===== src/ctpg_cfg.svh =====
// Register map, field positions, reset values and timing of the pattern generator
`ifndef CTPG_CFG_SVH
`define CTPG_CFG_SVH

`define CTPG_ADDR_CTL 8'h01
`define CTPG_ADDR_CFG 8'h02
`define CTPG_ADDR_IDS 8'h03
`define CTPG_ADDR_LINE_HI 8'h04
`define CTPG_ADDR_LINE_LO 8'h05
`define CTPG_ADDR_BAR_HI 8'h06
`define CTPG_ADDR_BAR_LO 8'h07
`define CTPG_ADDR_ACT_HI 8'h08
`define CTPG_ADDR_ACT_LO 8'h09
`define CTPG_ADDR_TOT_HI 8'h0A
`define CTPG_ADDR_TOT_LO 8'h0B
`define CTPG_ADDR_PD_HI 8'h0C
`define CTPG_ADDR_PD_LO 8'h0D
`define CTPG_ADDR_TOP 8'h0E
`define CTPG_ADDR_BOT 8'h0F
`define CTPG_ADDR_COLOR0 8'h10
`define CTPG_ADDR_LAST 8'h1E
`define CTPG_NUM_COLORS 15

`define CTPG_RST_CTL 8'h00
`define CTPG_RST_CFG 8'h33
`define CTPG_RST_IDS 8'h24
`define CTPG_RST_LINE_HI 8'h07
`define CTPG_RST_LINE_LO 8'h80
`define CTPG_RST_BAR_HI 8'h00
`define CTPG_RST_BAR_LO 8'hF0
`define CTPG_RST_ACT_HI 8'h01
`define CTPG_RST_ACT_LO 8'hE0
`define CTPG_RST_TOT_HI 8'h02
`define CTPG_RST_TOT_LO 8'h0D
`define CTPG_RST_PD_HI 8'h0C
`define CTPG_RST_PD_LO 8'h67
`define CTPG_RST_TOP 8'h21
`define CTPG_RST_BOT 8'h0A
`define CTPG_RST_COLOR0 8'hAA
`define CTPG_RST_COLOR1 8'h33

`define CTPG_MASK_CTL 8'h01
`define CTPG_MASK_CFG 8'hBF
`define CTPG_BIT_ENABLE 0
`define CTPG_BIT_SOLID 7
`define CTPG_BAR_CODE_HI 5
`define CTPG_BAR_CODE_LO 4
`define CTPG_BLOCK_HI 3
`define CTPG_BLOCK_LO 0
`define CTPG_VC_HI 7
`define CTPG_VC_LO 6
`define CTPG_DT_HI 5
`define CTPG_DT_LO 0

`define CTPG_DT_FRAME_START 6'h00
`define CTPG_DT_FRAME_END 6'h01
`define CTPG_HDR_BYTES 2'h3

`define CTPG_CLK_PERIOD_NS 100
`define CTPG_LINE_UNIT_NS 10
`define CTPG_TICKS_PER_CLK (`CTPG_CLK_PERIOD_NS / `CTPG_LINE_UNIT_NS)

`endif


===== src/ctpg_pkg.sv =====
// Types shared by the pattern generator modules
package ctpg_pkg;
  typedef enum logic [2:0] {
    CTPG_IDLE, CTPG_FS, CTPG_TOP, CTPG_HDR, CTPG_PAY, CTPG_ACTW, CTPG_BOT, CTPG_FE
  } ctpg_state_t;
  typedef logic [7:0] ctpg_byte_t;
endpackage : ctpg_pkg


===== src/ctpg_stream_if.sv =====
// Valid/ready byte stream between generator and its output buffer
`timescale 1ns/10ps
`default_nettype none
interface ctpg_stream_if #(parameter int WIDTH = 10);
  logic valid;
  logic ready;
  logic [WIDTH-1:0] data;
  modport src (output valid, output data, input ready);
  modport snk (input valid, input data, output ready);
endinterface : ctpg_stream_if
`default_nettype wire


===== src/ctpg_gen.sv =====
// Test pattern generator: byte registers, frame sequencer and pattern source
`include "ctpg_cfg.svh"
`timescale 1ns/10ps
`default_nettype none

// Notes on behaviour
// Frames generated only while enable bit set
// Config bit 7 picks bars or fixed
// Bar count code gives 1,2,4,8 bars
// Block size sets repeated block length
// Packets carry programmed virtual channel
// Packets carry programmed data type, reset 0x24
// Line length is 16 bits, two bytes
// Line length resets to 1920 bytes
// Bar width from 16-bit two-byte value
// Last bar fills remainder of line
// Active lines 16 bits, reset 480
// Each line lasts programmed period
// Top blank lines after frame start
// Bottom blank lines before frame end
// Colour registers supply bar/block bytes
// Disabled sends nothing; start at frame
module ctpg_gen
  import ctpg_pkg::*;
#(
  parameter logic [7:0] COLOR_RESET = 8'h00,
  parameter int FIFO_DEPTH = 8
) (
  // Clock and reset
  input wire logic clk,
  input wire logic resetn,
  // Register port
  input wire logic reg_wr,
  input wire logic reg_rd,
  input wire logic [7:0] reg_addr,
  input wire logic [7:0] reg_wdata,
  output logic [7:0] reg_rdata,
  // Packet byte stream toward the transmitter
  output logic tx_valid,
  input wire logic tx_ready,
  output logic [7:0] tx_data,
  output logic tx_first,
  output logic tx_last,
  // Status
  output logic frame_active
);
  localparam int NREG = 30;

  // R11 register reset values
  function automatic ctpg_byte_t reg_reset(input logic [7:0] a);
    unique case (a)
      `CTPG_ADDR_CTL: return `CTPG_RST_CTL;
      `CTPG_ADDR_CFG: return `CTPG_RST_CFG;
      `CTPG_ADDR_IDS: return `CTPG_RST_IDS;
      `CTPG_ADDR_LINE_HI: return `CTPG_RST_LINE_HI;
      `CTPG_ADDR_LINE_LO: return `CTPG_RST_LINE_LO;
      `CTPG_ADDR_BAR_HI: return `CTPG_RST_BAR_HI;
      `CTPG_ADDR_BAR_LO: return `CTPG_RST_BAR_LO;
      `CTPG_ADDR_ACT_HI: return `CTPG_RST_ACT_HI;
      `CTPG_ADDR_ACT_LO: return `CTPG_RST_ACT_LO;
      `CTPG_ADDR_TOT_HI: return `CTPG_RST_TOT_HI;
      `CTPG_ADDR_TOT_LO: return `CTPG_RST_TOT_LO;
      `CTPG_ADDR_PD_HI: return `CTPG_RST_PD_HI;
      `CTPG_ADDR_PD_LO: return `CTPG_RST_PD_LO;
      `CTPG_ADDR_TOP: return `CTPG_RST_TOP;
      `CTPG_ADDR_BOT: return `CTPG_RST_BOT;
      `CTPG_ADDR_COLOR0: return `CTPG_RST_COLOR0;
      `CTPG_ADDR_COLOR0 + 8'h01: return `CTPG_RST_COLOR1;
      default: return COLOR_RESET;
    endcase
  endfunction : reg_reset

  // Reserved bits are not writable and read back as zero
  function automatic ctpg_byte_t reg_mask(input logic [7:0] a);
    if (a == `CTPG_ADDR_CTL)
      return `CTPG_MASK_CTL;
    else if (a == `CTPG_ADDR_CFG)
      return `CTPG_MASK_CFG;
    else
      return 8'hFF;
  endfunction : reg_mask

  // Address to slot; regs is indexed in place so readers see every write
  function automatic logic [4:0] slot(input logic [7:0] a);
    return 5'(a - `CTPG_ADDR_CTL);
  endfunction : slot

  ctpg_byte_t regs [0:NREG-1];
  wire addr_hit = (reg_addr >= `CTPG_ADDR_CTL) && (reg_addr <= `CTPG_ADDR_LAST);
  wire [4:0] addr_idx = slot(reg_addr);

  for (genvar i = 0; i < NREG; i++)
  begin : g_reg
    localparam logic [7:0] A = 8'(i + 1);
    always_ff @(posedge clk or negedge resetn)
    begin
      if (!resetn)
        regs[i] <= reg_reset(A);
      else if (reg_wr && addr_hit && addr_idx == 5'(i))
        regs[i] <= reg_wdata & reg_mask(A);
    end
  end

  // Unmapped addresses read as zero
  always_ff @(posedge clk or negedge resetn)
  begin
    if (!resetn)
      reg_rdata <= 8'h00;
    else if (reg_rd)
      reg_rdata <= addr_hit ? regs[addr_idx] : 8'h00;
  end

  // Field decode
  wire ctpg_byte_t ctl = regs[slot(`CTPG_ADDR_CTL)];
  wire ctpg_byte_t cfg = regs[slot(`CTPG_ADDR_CFG)];
  wire ctpg_byte_t ids = regs[slot(`CTPG_ADDR_IDS)];
  wire generator_on = ctl[`CTPG_BIT_ENABLE];
  wire solid_pattern_select = cfg[`CTPG_BIT_SOLID];
  wire [1:0] bar_count_code = cfg[`CTPG_BAR_CODE_HI:`CTPG_BAR_CODE_LO];
  wire [3:0] block_size = cfg[`CTPG_BLOCK_HI:`CTPG_BLOCK_LO];
  wire [1:0] packet_virtual_channel = ids[`CTPG_VC_HI:`CTPG_VC_LO];
  wire [5:0] packet_data_type = ids[`CTPG_DT_HI:`CTPG_DT_LO];
  // line length from two byte registers
  wire [15:0] active_line_bytes = {regs[slot(`CTPG_ADDR_LINE_HI)],
                                   regs[slot(`CTPG_ADDR_LINE_LO)]};
  // bar width from two byte registers
  wire [15:0] bar_width_bytes = {regs[slot(`CTPG_ADDR_BAR_HI)],
                                 regs[slot(`CTPG_ADDR_BAR_LO)]};
  // active line count
  wire [15:0] active_line_count = {regs[slot(`CTPG_ADDR_ACT_HI)],
                                   regs[slot(`CTPG_ADDR_ACT_LO)]};
  wire [15:0] line_period_ticks = {regs[slot(`CTPG_ADDR_PD_HI)],
                                   regs[slot(`CTPG_ADDR_PD_LO)]};
  wire [7:0] top_blank_lines = regs[slot(`CTPG_ADDR_TOP)];
  wire [7:0] bottom_blank_lines = regs[slot(`CTPG_ADDR_BOT)];

  ctpg_state_t state;
  ctpg_state_t next_state;
  logic [1:0] hdr_idx;
  logic [15:0] pay_cnt;
  logic [2:0] bar_idx;
  logic [15:0] bar_pos;
  logic [3:0] blk_idx;
  logic [15:0] line_idx;
  logic [7:0] blank_cnt;
  logic [15:0] frame_num;
  logic line_end;

  // Held while off, so the first frame starts one full line after enable
  ctpg_line_timer u_timer (
    .clk(clk),
    .resetn(resetn),
    .hold(!generator_on),
    .period(line_period_ticks),
    .line_end(line_end)
  );

  ctpg_stream_if #(.WIDTH(10)) gen_bus ();
  ctpg_stream_if #(.WIDTH(10)) out_bus ();

  // Buffer absorbs short sink stalls without slipping the line timing
  ctpg_fifo #(.WIDTH(10), .DEPTH(FIFO_DEPTH)) u_fifo (
    .clk(clk),
    .resetn(resetn),
    .wr(gen_bus.snk),
    .rd(out_bus.src)
  );

  assign tx_valid = out_bus.valid;
  assign out_bus.ready = tx_ready;
  assign {tx_first, tx_last, tx_data} = out_bus.data;

  // Byte source
  wire is_short = (state == CTPG_FS) || (state == CTPG_FE);
  wire emitting = is_short || (state == CTPG_HDR) || (state == CTPG_PAY);
  wire push = emitting && gen_bus.ready;
  wire hdr_done = (hdr_idx == `CTPG_HDR_BYTES - 2'h1);
  wire pay_done = (pay_cnt == active_line_bytes - 16'h0001);
  wire last_line = (line_idx == active_line_count - 16'h0001);
  wire [5:0] short_type = (state == CTPG_FS) ? `CTPG_DT_FRAME_START : `CTPG_DT_FRAME_END;
  // channel and type in each header
  wire [5:0] hdr_type = is_short ? short_type : packet_data_type;
  wire [15:0] hdr_field = is_short ? frame_num : active_line_bytes;

  // code n gives 2**n bars
  wire [2:0] last_bar = 3'((4'h1 << bar_count_code) - 4'h1);
  // final bar never advances
  wire bar_next = (bar_idx != last_bar) && (bar_pos == bar_width_bytes - 16'h0001);
  // block wraps at programmed size
  wire [3:0] block_len = (block_size == 4'h0) ? 4'h1 : block_size;
  wire blk_wrap = (blk_idx == block_len - 4'h1);
  // pattern choice; R15 colour registers
  wire [3:0] color_sel = solid_pattern_select ? blk_idx : {1'b0, bar_idx};
  wire ctpg_byte_t pay_byte = regs[slot(`CTPG_ADDR_COLOR0 + {4'h0, color_sel})];

  ctpg_byte_t hdr_byte;
  always_comb
  begin
    unique case (hdr_idx)
      2'h0: hdr_byte = {packet_virtual_channel, hdr_type};
      2'h1: hdr_byte = hdr_field[7:0];
      default: hdr_byte = hdr_field[15:8];
    endcase
  end

  wire out_first = (state != CTPG_PAY) && (hdr_idx == 2'h0);
  wire out_last = (state == CTPG_PAY) ? pay_done :
                  (hdr_done && (is_short || active_line_bytes == 16'h0000));
  assign gen_bus.valid = emitting;
  assign gen_bus.data = {out_first, out_last, (state == CTPG_PAY) ? pay_byte : hdr_byte};

  // Frame sequencer
  always_comb
  begin
    next_state = state;
    unique case (state)
      // wait for a line boundary before a new frame
      CTPG_IDLE:
        if (generator_on && line_end)
          next_state = CTPG_FS;
      CTPG_FS:
        if (push && hdr_done)
          next_state = CTPG_TOP;
      // frame start line plus top blank lines
      CTPG_TOP:
        if (line_end && blank_cnt == 8'h00)
          next_state = CTPG_HDR;
      CTPG_HDR:
        if (push && hdr_done)
          next_state = (active_line_bytes == 16'h0000) ? CTPG_ACTW : CTPG_PAY;
      CTPG_PAY:
        if (push && pay_done)
          next_state = CTPG_ACTW;
      // next line only after the period ends
      CTPG_ACTW:
        if (line_end)
        begin
          if (!last_line)
            next_state = CTPG_HDR;
          // bottom blank lines before frame end
          else if (bottom_blank_lines == 8'h00)
            next_state = CTPG_FE;
          else
            next_state = CTPG_BOT;
        end
      CTPG_BOT:
        if (line_end && blank_cnt == 8'h00)
          next_state = CTPG_FE;
      CTPG_FE:
        if (push && hdr_done)
          next_state = CTPG_IDLE;
    endcase
    // disable stops between packets, never mid-packet
    if (!generator_on && (state == CTPG_TOP || state == CTPG_ACTW || state == CTPG_BOT))
      next_state = CTPG_IDLE;
  end

  always_ff @(posedge clk or negedge resetn)
  begin
    if (!resetn)
      state <= CTPG_IDLE;
    else
      state <= next_state;
  end

  // Header byte index
  always_ff @(posedge clk or negedge resetn)
  begin
    if (!resetn)
      hdr_idx <= 2'h0;
    else if (push && state != CTPG_PAY)
      hdr_idx <= hdr_done ? 2'h0 : hdr_idx + 2'h1;
  end

  // Line payload position and bar counters
  always_ff @(posedge clk or negedge resetn)
  begin
    if (!resetn)
    begin
      pay_cnt <= 16'h0000;
      bar_idx <= 3'h0;
      bar_pos <= 16'h0000;
    end
    else if (state != CTPG_PAY)
    begin
      pay_cnt <= 16'h0000;
      bar_idx <= 3'h0;
      bar_pos <= 16'h0000;
    end
    else if (push)
    begin
      pay_cnt <= pay_cnt + 16'h0001;
      bar_idx <= bar_next ? bar_idx + 3'h1 : bar_idx;
      bar_pos <= bar_next ? 16'h0000 : bar_pos + 16'h0001;
    end
  end

  // block position restarts every line
  always_ff @(posedge clk or negedge resetn)
  begin
    if (!resetn)
      blk_idx <= 4'h0;
    else if (state != CTPG_PAY)
      blk_idx <= 4'h0;
    else if (push)
      blk_idx <= blk_wrap ? 4'h0 : blk_idx + 4'h1;
  end

  // Active line counter
  always_ff @(posedge clk or negedge resetn)
  begin
    if (!resetn)
      line_idx <= 16'h0000;
    else if (state == CTPG_FS)
      line_idx <= 16'h0000;
    else if (state == CTPG_ACTW && line_end)
      line_idx <= line_idx + 16'h0001;
  end

  // Blank line counter shared by top and bottom blanking
  always_ff @(posedge clk or negedge resetn)
  begin
    if (!resetn)
      blank_cnt <= 8'h00;
    else if (state == CTPG_FS)
      blank_cnt <= top_blank_lines;
    else if (state == CTPG_ACTW && line_end)
      blank_cnt <= bottom_blank_lines - 8'h01;
    else if ((state == CTPG_TOP || state == CTPG_BOT) && line_end && blank_cnt != 8'h00)
      blank_cnt <= blank_cnt - 8'h01;
  end

  // Frame number carried in the short packets, bumps after each frame end
  always_ff @(posedge clk or negedge resetn)
  begin
    if (!resetn)
      frame_num <= 16'h0000;
    else if (state == CTPG_FE && push && hdr_done)
      frame_num <= frame_num + 16'h0001;
  end

  always_ff @(posedge clk or negedge resetn)
  begin
    if (!resetn)
      frame_active <= 1'b0;
    else
      frame_active <= (next_state != CTPG_IDLE);
  end
endmodule : ctpg_gen
`default_nettype wire


===== src/ctpg_fifo.sv =====
// Output buffer: synchronous FIFO with valid/ready on both sides
`timescale 1ns/10ps
`default_nettype none
module ctpg_fifo #(
  parameter int WIDTH = 10,
  parameter int DEPTH = 8
) (
  // Clock and reset
  input wire logic clk,
  input wire logic resetn,
  // Filling side
  ctpg_stream_if.snk wr,
  // Draining side
  ctpg_stream_if.src rd
);
  localparam int AW = $clog2(DEPTH);
  logic [WIDTH-1:0] mem [0:DEPTH-1];
  logic [AW-1:0] wptr;
  logic [AW-1:0] rptr;
  logic [AW:0] count;
  wire push = wr.valid && wr.ready;
  wire pop = rd.valid && rd.ready;

  assign wr.ready = (count != (AW+1)'(DEPTH));
  assign rd.valid = (count != '0);
  assign rd.data = mem[rptr];

  always_ff @(posedge clk)
  begin
    if (push)
      mem[wptr] <= wr.data;
  end

  always_ff @(posedge clk or negedge resetn)
  begin
    if (!resetn)
    begin
      wptr <= '0;
      rptr <= '0;
      count <= '0;
    end
    else
    begin
      if (push)
        wptr <= (wptr == AW'(DEPTH-1)) ? '0 : wptr + 1'b1;
      if (pop)
        rptr <= (rptr == AW'(DEPTH-1)) ? '0 : rptr + 1'b1;
      count <= count + (AW+1)'(push) - (AW+1)'(pop);
    end
  end
endmodule : ctpg_fifo
`default_nettype wire


===== src/ctpg_line_timer.sv =====
// Line period timer counting in 10 ns units
`include "ctpg_cfg.svh"
`timescale 1ns/10ps
`default_nettype none
module ctpg_line_timer (
  // Clock and reset
  input wire logic clk,
  input wire logic resetn,
  // Control
  input wire logic hold,
  input wire logic [15:0] period,
  // Event
  output logic line_end
);
  localparam logic [16:0] TICKS = 17'(`CTPG_TICKS_PER_CLK);
  logic [16:0] acc;
  wire [16:0] next_acc = acc + TICKS;

  // period in 10 ns units
  assign line_end = !hold && (next_acc >= {1'b0, period});

  always_ff @(posedge clk or negedge resetn)
  begin
    if (!resetn)
      acc <= '0;
    else if (hold || line_end)
      acc <= '0;
    else
      acc <= next_acc;
  end
endmodule : ctpg_line_timer
`default_nettype wire


===== config.mk =====
export PLATFORM = sky130hd
export DESIGN_NAME = ctpg_gen
export DESIGN_NICKNAME = d
export VERILOG_FILES = /design/src/ctpg_pkg.sv /design/src/ctpg_stream_if.sv /design/src/ctpg_gen.sv /design/src/ctpg_fifo.sv /design/src/ctpg_line_timer.sv
export VERILOG_INCLUDE_DIRS = /design/src
export SDC_FILE = /design/constraint.sdc
export NUM_CORES = 1
export LEC_CHECK = 0
export ABC_CLOCK_PERIOD_IN_PS = 7600
export CAP_MARGIN = 20
export CORE_ASPECT_RATIO = 0.6
export CORE_UTILIZATION = 65
export DETAILED_ROUTE_END_ITERATION = 10
export DONT_BUFFER_PORTS = 1
export PLACE_DENSITY_LB_ADDON = 0.05
export SLEW_MARGIN = 20
export SYNTH_ARGS = -nofsm -noshare
export SYNTH_HDL_FRONTEND = slang
export SYNTH_SLANG_ARGS = --single-unit

===== constraint.sdc =====
create_clock -name clk -period 7.6 [get_ports clk]
set_input_delay 1.52 -clock clk [delete_from_list [all_inputs] [get_ports clk]]
set_output_delay 1.52 -clock clk [all_outputs]
set_load 0.03 [all_outputs]

After elaboration in Yosys (flattened, before gate mapping)
Memory sizes are Yosys's and may differ from the RTL's. Index checks and enable logic that the tools add are counted.

Register bits after elaboration: 352. Bits in writable memories: 80. Memories kept: 1. Input bits: 21.

Memories: u_fifo.mem (words 8, width 10, read ports 1, clocked after Yosys merged registers in 0, wr ports 1, line ctpg_fifo.sv:17) `logic [WIDTH-1:0] mem [0:DEPTH-1];`.

Add/sub/neg operators: 22. Shift operators: 1. Magnitude comparators: 5. Mux-type cells: 50. Equality and inequality tests: 47. Reduce and logical (&&, ||, !) cells: 73. Bitwise logic cells: 2.

Operators with widths (number): 16-bit two-way mux (8); 8-bit binary-select mux with 5-bit select (2); 8-bit two-way mux (9); 5-bit == test, second input constant (14); 16-bit by 1-bit adder with 16-bit output, second input constant (4); 1-bit logical AND (49); 16-bit == test (3); 16-bit by 1-bit subtractor with 16-bit output, second input constant (3); 3-bit two-way mux (15); 5-bit by 4-bit == test with 1-bit output, second input constant (8); 3-bit case mux with 8 select lines (1); 5-bit by 3-bit == test with 1-bit output, second input constant (4); 4-bit two-way mux (5); 3-bit == test, second input constant (6); 17-bit by 4-bit adder with 17-bit output, second input constant (1); 17-bit by 16-bit greater-or-equal comparator with 1-bit output (1); 17-bit two-way mux (1); 16-bit logical NOT (1); 8-bit logical NOT (2); 8-bit case mux with 2 select lines (1); 8-bit by 1-bit subtractor with 8-bit output, second input constant (2); 6-bit greater-or-equal comparator, second input constant (2); 5-bit NOT with 6-bit output (2); 5-bit by 2-bit == test with 1-bit output, second input constant (2); other kinds (35) (54).

Depth between registers and ports, before layout
Depth after elaboration: 10. Gate-level depth with buffers: 21.

Cells and area by module
From an unflattened synthesis, not the netlist that was laid out.

Cell total of the unflattened synthesis: 2011. Area, all modules: 24606.1 µm².

By module, submodules not included: ctpg_gen (cells an instance 1718, seq. area each 8184.1 µm², instances 1, area each 19687.6 µm²); ctpg_fifo (cells an instance 173, seq. area each 2652.5 µm², instances 1, area each 3693.5 µm²); ctpg_line_timer (cells an instance 120, seq. area each 400.4 µm², instances 1, area each 1224.9 µm²).

Least setup slack after synthesis
No wires, ideal clock.

Path type: in2reg. From: input reg_addr[0]. To: register reg_rdata[0]. Path slack: 2977 ps. Buffers on the path: 4. Data required time: 7466 ps. Library setup time: 134 ps. Cell stages on the path: 10. Data arrival time: 4490 ps. Cell sequence: clkbuf_1 > inv_1 > ha_1 > clkbuf_1 > clkbuf_1 > buf_2 > mux4_2 > mux4_2 > a21oi_1 > o22ai_1.

Cells in the longest elaborated chain, start to end: 6. Elaborated cells on any way between the ends: 9.

RTL lines: from (decl) (line ctpg_gen.sv:35) `input wire logic [7:0] reg_addr,`; 5-bit by 1-bit subtractor with 5-bit output (no source line); 5-bit NOT with 6-bit output (not written as such) (line ctpg_gen.sv:110) `reg_rdata <= addr_hit ? regs[addr_idx] : 8'h00;`; 8-bit binary-select mux with 5-bit select (line ctpg_gen.sv:110); 8-bit two-way mux (not written as such) (2 in a row) (line ctpg_gen.sv:110); 8-bit two-way mux * (line ctpg_gen.sv:110); to (signal assigned) (line ctpg_gen.sv:110); to (decl) (line ctpg_gen.sv:37) `output logic [7:0] reg_rdata,`.

Mark *: on every way between the ends. The rest lies on a longest branch, timed or not. The select of a mux whose other input is x is not followed. A chain may end at the register's enable or synchronous reset.

Worst setup path after layout
From: register regs (netlist bit cfg[7]). To: memory u_fifo.mem[5][2], data pin.

Cells in the longest elaborated chain, start to end: 8.

RTL lines: from (decl) (line ctpg_gen.sv:88) `ctpg_byte_t regs [0:NREG-1];`; from (signal, indexed assignment) (line ctpg_gen.sv:98) `regs[i] <= reg_reset(A);`; from (signal, indexed assignment) (line ctpg_gen.sv:100) `regs[i] <= reg_wdata & reg_mask(A);`; 4-bit two-way mux (line ctpg_gen.sv:193) `wire [3:0] color_sel = solid_pattern_select ? blk_idx : {1'b0, bar_idx};`; 5-bit by 4-bit adder with 5-bit output (no source line); 5-bit by 1-bit subtractor with 5-bit output (no source line); 5-bit NOT with 6-bit output (line ctpg_gen.sv:194) `` wire ctpg_byte_t pay_byte = regs[slot(`CTPG_ADDR_COLOR0 + {4'h0, color_sel})]; ``; 8-bit binary-select mux with 5-bit select (line ctpg_gen.sv:194); 8-bit two-way mux (2 in a row) (line ctpg_gen.sv:194); 8-bit two-way mux (line ctpg_gen.sv:210) `assign gen_bus.data = {out_first, out_last, (state == CTPG_PAY) ? pay_byte : hdr_byte};`; named net gen_bus.data[2] (line ctpg_stream_if.sv:7) `logic [WIDTH-1:0] data;`; to (decl) (line ctpg_fifo.sv:17).

The timed path passes the listed nets, and every way through them passes these cells. The select of a mux whose other input is x is not followed.

==> Implementation_results.wiki <==
{| class="wikitable"
! Metric !! Value
|-
| Status || finished clean
|-
| Placed cell count || 2444
|-
| Area growth, synth to finish || 7.02%
|-
| Most area-consuming cells after synthesis || dfrtp_1 (32%), mux2_2 (12%), mux4_2 (12%)
|-
| Max Cap Violations || 0
|-
| H-Tree Depth || 2
|-
| Filler-free cell count of the finished design || 2519
|-
| Critical path's largest stage delay || 0.75 ns
|-
| Clock sinks || 431
|-
| Fraction of layout cells with a size suffix above 1 || 0.274
|-
| Post-synthesis sequential area ratio || 0.457
|-
| Number of synthesized flops with an enable pin || 80
|-
| Die height || 153 microns
|-
| Wire length of the first global-routing pass || 105000 microns
|-
| Mean Syn Cell Area || 12.0 sq um
|-
| Initial Util || 0.668
|-
| Overall track demand over capacity in global routing || 0.364
|-
| Critical-path cell list || mux2_2, inv_2, buf_4, nand2_1, xor2_2, buf_4, mux2i_1, a211o_1, a31oi_1
|-
| Cell seen most often among critical-path stages || buf_4
|-
| Setup violators final || 0
|-
| Final slew viol count || 0
|-
| Number of vias in the routed layout || 17400
|-
| Worst-path fanout max || 55
|-
| Weighted congestion at the end of routability-driven global placement || 1.00
|-
| Reg clk slew, reported paths || 0.07 ns
|-
| Met3 usage || 0.139
|-
| Cell with the largest stage delay on the worst path || buf_4
|-
| Global-route congestion overflow total || 0
|-
| Rel. slew slack || 0.302
|-
| Number of warning messages in the yosys log || 0
|-
| Via density per instance || 6.90
|-
| Part of the cycle the worst path needs || 0.613
|-
| Final hold vios || 0
|-
| Gate count after technology mapping || 2048
|-
| Count of port buffers added during placement || 0
|-
| Kind of end point of the critical path || flip-flop
|-
| Startpoint type of the worst setup path || flip-flop
|-
| TritonCTS clock tree || built
|-
| Total die area || 38600 sq um
|-
| Launch point of the worst path || cfg[7]
|-
| Yosys top cell area share || 0.315
|-
| Setup TNS Final || 0 ns
|-
| Number of buffers on the longest clock path || 3
|-
| Antenna violations before repair || 1
|-
| Setup repair after global routing missed its margin || no
|-
| Most used flip-flop cell after synthesis || dfrtp_1
|-
| Clock insertion delay at the later pin of the skew report || 0.56 ns
|-
| Arrival time at the worst endpoint || 4.92 ns
|-
| Maximum number of pins on one net before global-route repair || 352
|-
| Worst hold path startpoint || frame_num[15]
|-
| Worst slack at placement || 2.92 ns
|-
| Maximum resistive drop on vdd || 0.224 mV
|-
| Classification of the worst setup path || flip-flop to flip-flop
|-
| Pre-Repair DR Iteration Count || 8
|-
| Timing-limited maximum frequency || 0.215 GHz
|-
| Register with the most flip-flops || regs
|-
| Share of flip-flops with an asynchronous set or reset after synthesis || 0.814
|-
| Actual transition at the worst max-transition pin || 1.05 ns
|-
| LEAKAGE || 11.3 nW
|-
| Layout net count || 2049
|-
| Routed Wire Length || 68100 microns
|-
| Startpoint of the lowest-slack register-to-register path || cfg[7]
|-
| Floorplan die width || 253 microns
|-
| Total of flip-flops plus latches after synthesis || 431
|-
| Grt met1 use || 0.562
|-
| Number of DRC violations after detailed-routing iteration 0 || 2129
|-
| Number of global-route vias before repair || 17100
|-
| Clock buffers created by TritonCTS || 41
|-
| Worst clock skew on the final layout || 0.0129 ns
|-
| DP HPWL || 46700 microns
|-
| Hold buffers post-CTS || 0
|-
| Flip-flop count of the largest register, all copies and words added || 136
|-
| Netlist area before placement || 24600 sq um
|-
| Total Power || 6.50 mW
|-
| Ports || 41
|-
| Worst path setup slack after routing || 2.94 ns
|-
| Number of rows created at floorplan || 54
|-
| Synthesized net count || 2114
|-
| Clock tree root buffer cell || clkbuf_16
|-
| Power per Cell Area || 247 nW/um^2
|-
| Remaining design rule violation count || 0
|-
| Required arrival time at the worst endpoint || 7.86 ns
|-
| Hold Crit Class || flip-flop to flip-flop
|-
| Number of distinct standard cells referenced by the synthesized netlist || 83
|-
| Minimum clock period after layout || 4.66 ns
|-
| Number of antenna cells inserted || 0
|-
| Remaining antenna violation count after routing || 0
|-
| GR Layer Usage met2 || 0.480
|-
| Biggest area consumer among synthesized cells || dfrtp_1
|-
| Placeable core region || 36800 sq um
|-
| Per-cell routed wire length || 27.0 microns
|-
| # Post-CTS Setup Buffers || 0
|-
| Biggest registers after layout || regs: 136 flops, u_fifo.mem: 80 flops
|-
| Gr busiest metal || met1
|-
| Number of cells upsized or downsized after cts || 0
|}
-- per-layer routing --
metal	vias up	part of all wire
li1	7457	-
met1	8897	0.44
met2	902	0.41
met3	134	0.13
met4	2	0.026
met5	-	0.00013
-- per-stage QoR --
step / cell area, sq um / hold slack, ns / util
global placement: 24900 / 0.465 / 0.676
detailed placement: 24900 / 0.470 / 0.676
global route: 26300 / 0.517 / 0.715
floorplan: 24600 / 0.445 / -
finish: 26300 / 0.484 / 0.715
CTS: 26300 / 0.484 / 0.715
-- cell usage in the layout, fill, tap and decap left out, drive strengths merged, types with 49 or more instances in the layout --
cell type    n
clkbuf      52
nand2      168
mux4       130
nor2       110
o21ai       62
nor3        51
xnor2       92
mux2       264
a21oi       49
xor2        60
dfrtp      310
inv         70
edfxtp      80
-- kinds of logic after synthesis --
kind of cell    after synthesis  synth area share
flops                       431             0.457
mux                         433             0.256
fa+ha+maj                    45            0.0232
buf+inv                     195            0.0320
xor+xnor                    153            0.0551
compound gates              245            0.0646
simple gates                545             0.112
other cells                   1          0.000152
-- report_power, final --
group	internal (mW)	switching, mW	total (mW)
combinational	0.616	0.820	1.44
clock	1.25	0.933	2.19
sequential	2.61	0.258	2.87
total	4.48	2.01	6.50
-- final timing paths --
kind,to,slack (ns),cells past startpoint
max,u_fifo.mem[5][2],2.94,9
min,frame_num[15],0.48,1
max reg2reg,u_fifo.mem[5][2],2.94,9
min reg2reg,frame_num[15],0.48,1
max in group asynchronous,regs[73],6.39,0
min in group asynchronous,u_timer.acc[16],0.66,0
-- cell type report --
type	instances	area, sq um
repair buffers	20	150
flip-flops and latches	431	11200
multi-input cells	1422	12600
fillers	2534	10500
clock buffers	52	1120
clock inverters	23	289
well taps	504	631
inverters	67	251
-- critical path, delay by kind of cell (launching register included) --
family	cells	cell delay, ns
AO/OA/AOI/OAI	2	0.94
flip-flops	1	0.50
buffers and inverters	3	1.31
XOR/XNOR	1	0.57
AND/OR/NAND/NOR	1	0.25
multiplexers	2	0.78
-- synth_stat cells (10+ instances only) --
cell type and number:
inv_1 67, and3_1 35, edfxtp_1 80, a21oi_1 49, nor2_1 109, a31oi_1 14
mux2i_1 39, buf_2 13, a211oi_1 23, o21ai_0 59, xor2_1 60, nor3_1 49
clkbuf_1 100, o22ai_1 10, xnor2_1 92, nand4_1 30, nor4_1 14, dfrtp_1 310
nand2_1 168, ha_1 44, nor3b_1 12, nand3_1 44, nor2b_1 11, nand2b_1 10
mux2_2 263, mux4_2 128, dfstp_2 41
(Power assumes the default switching activity.)
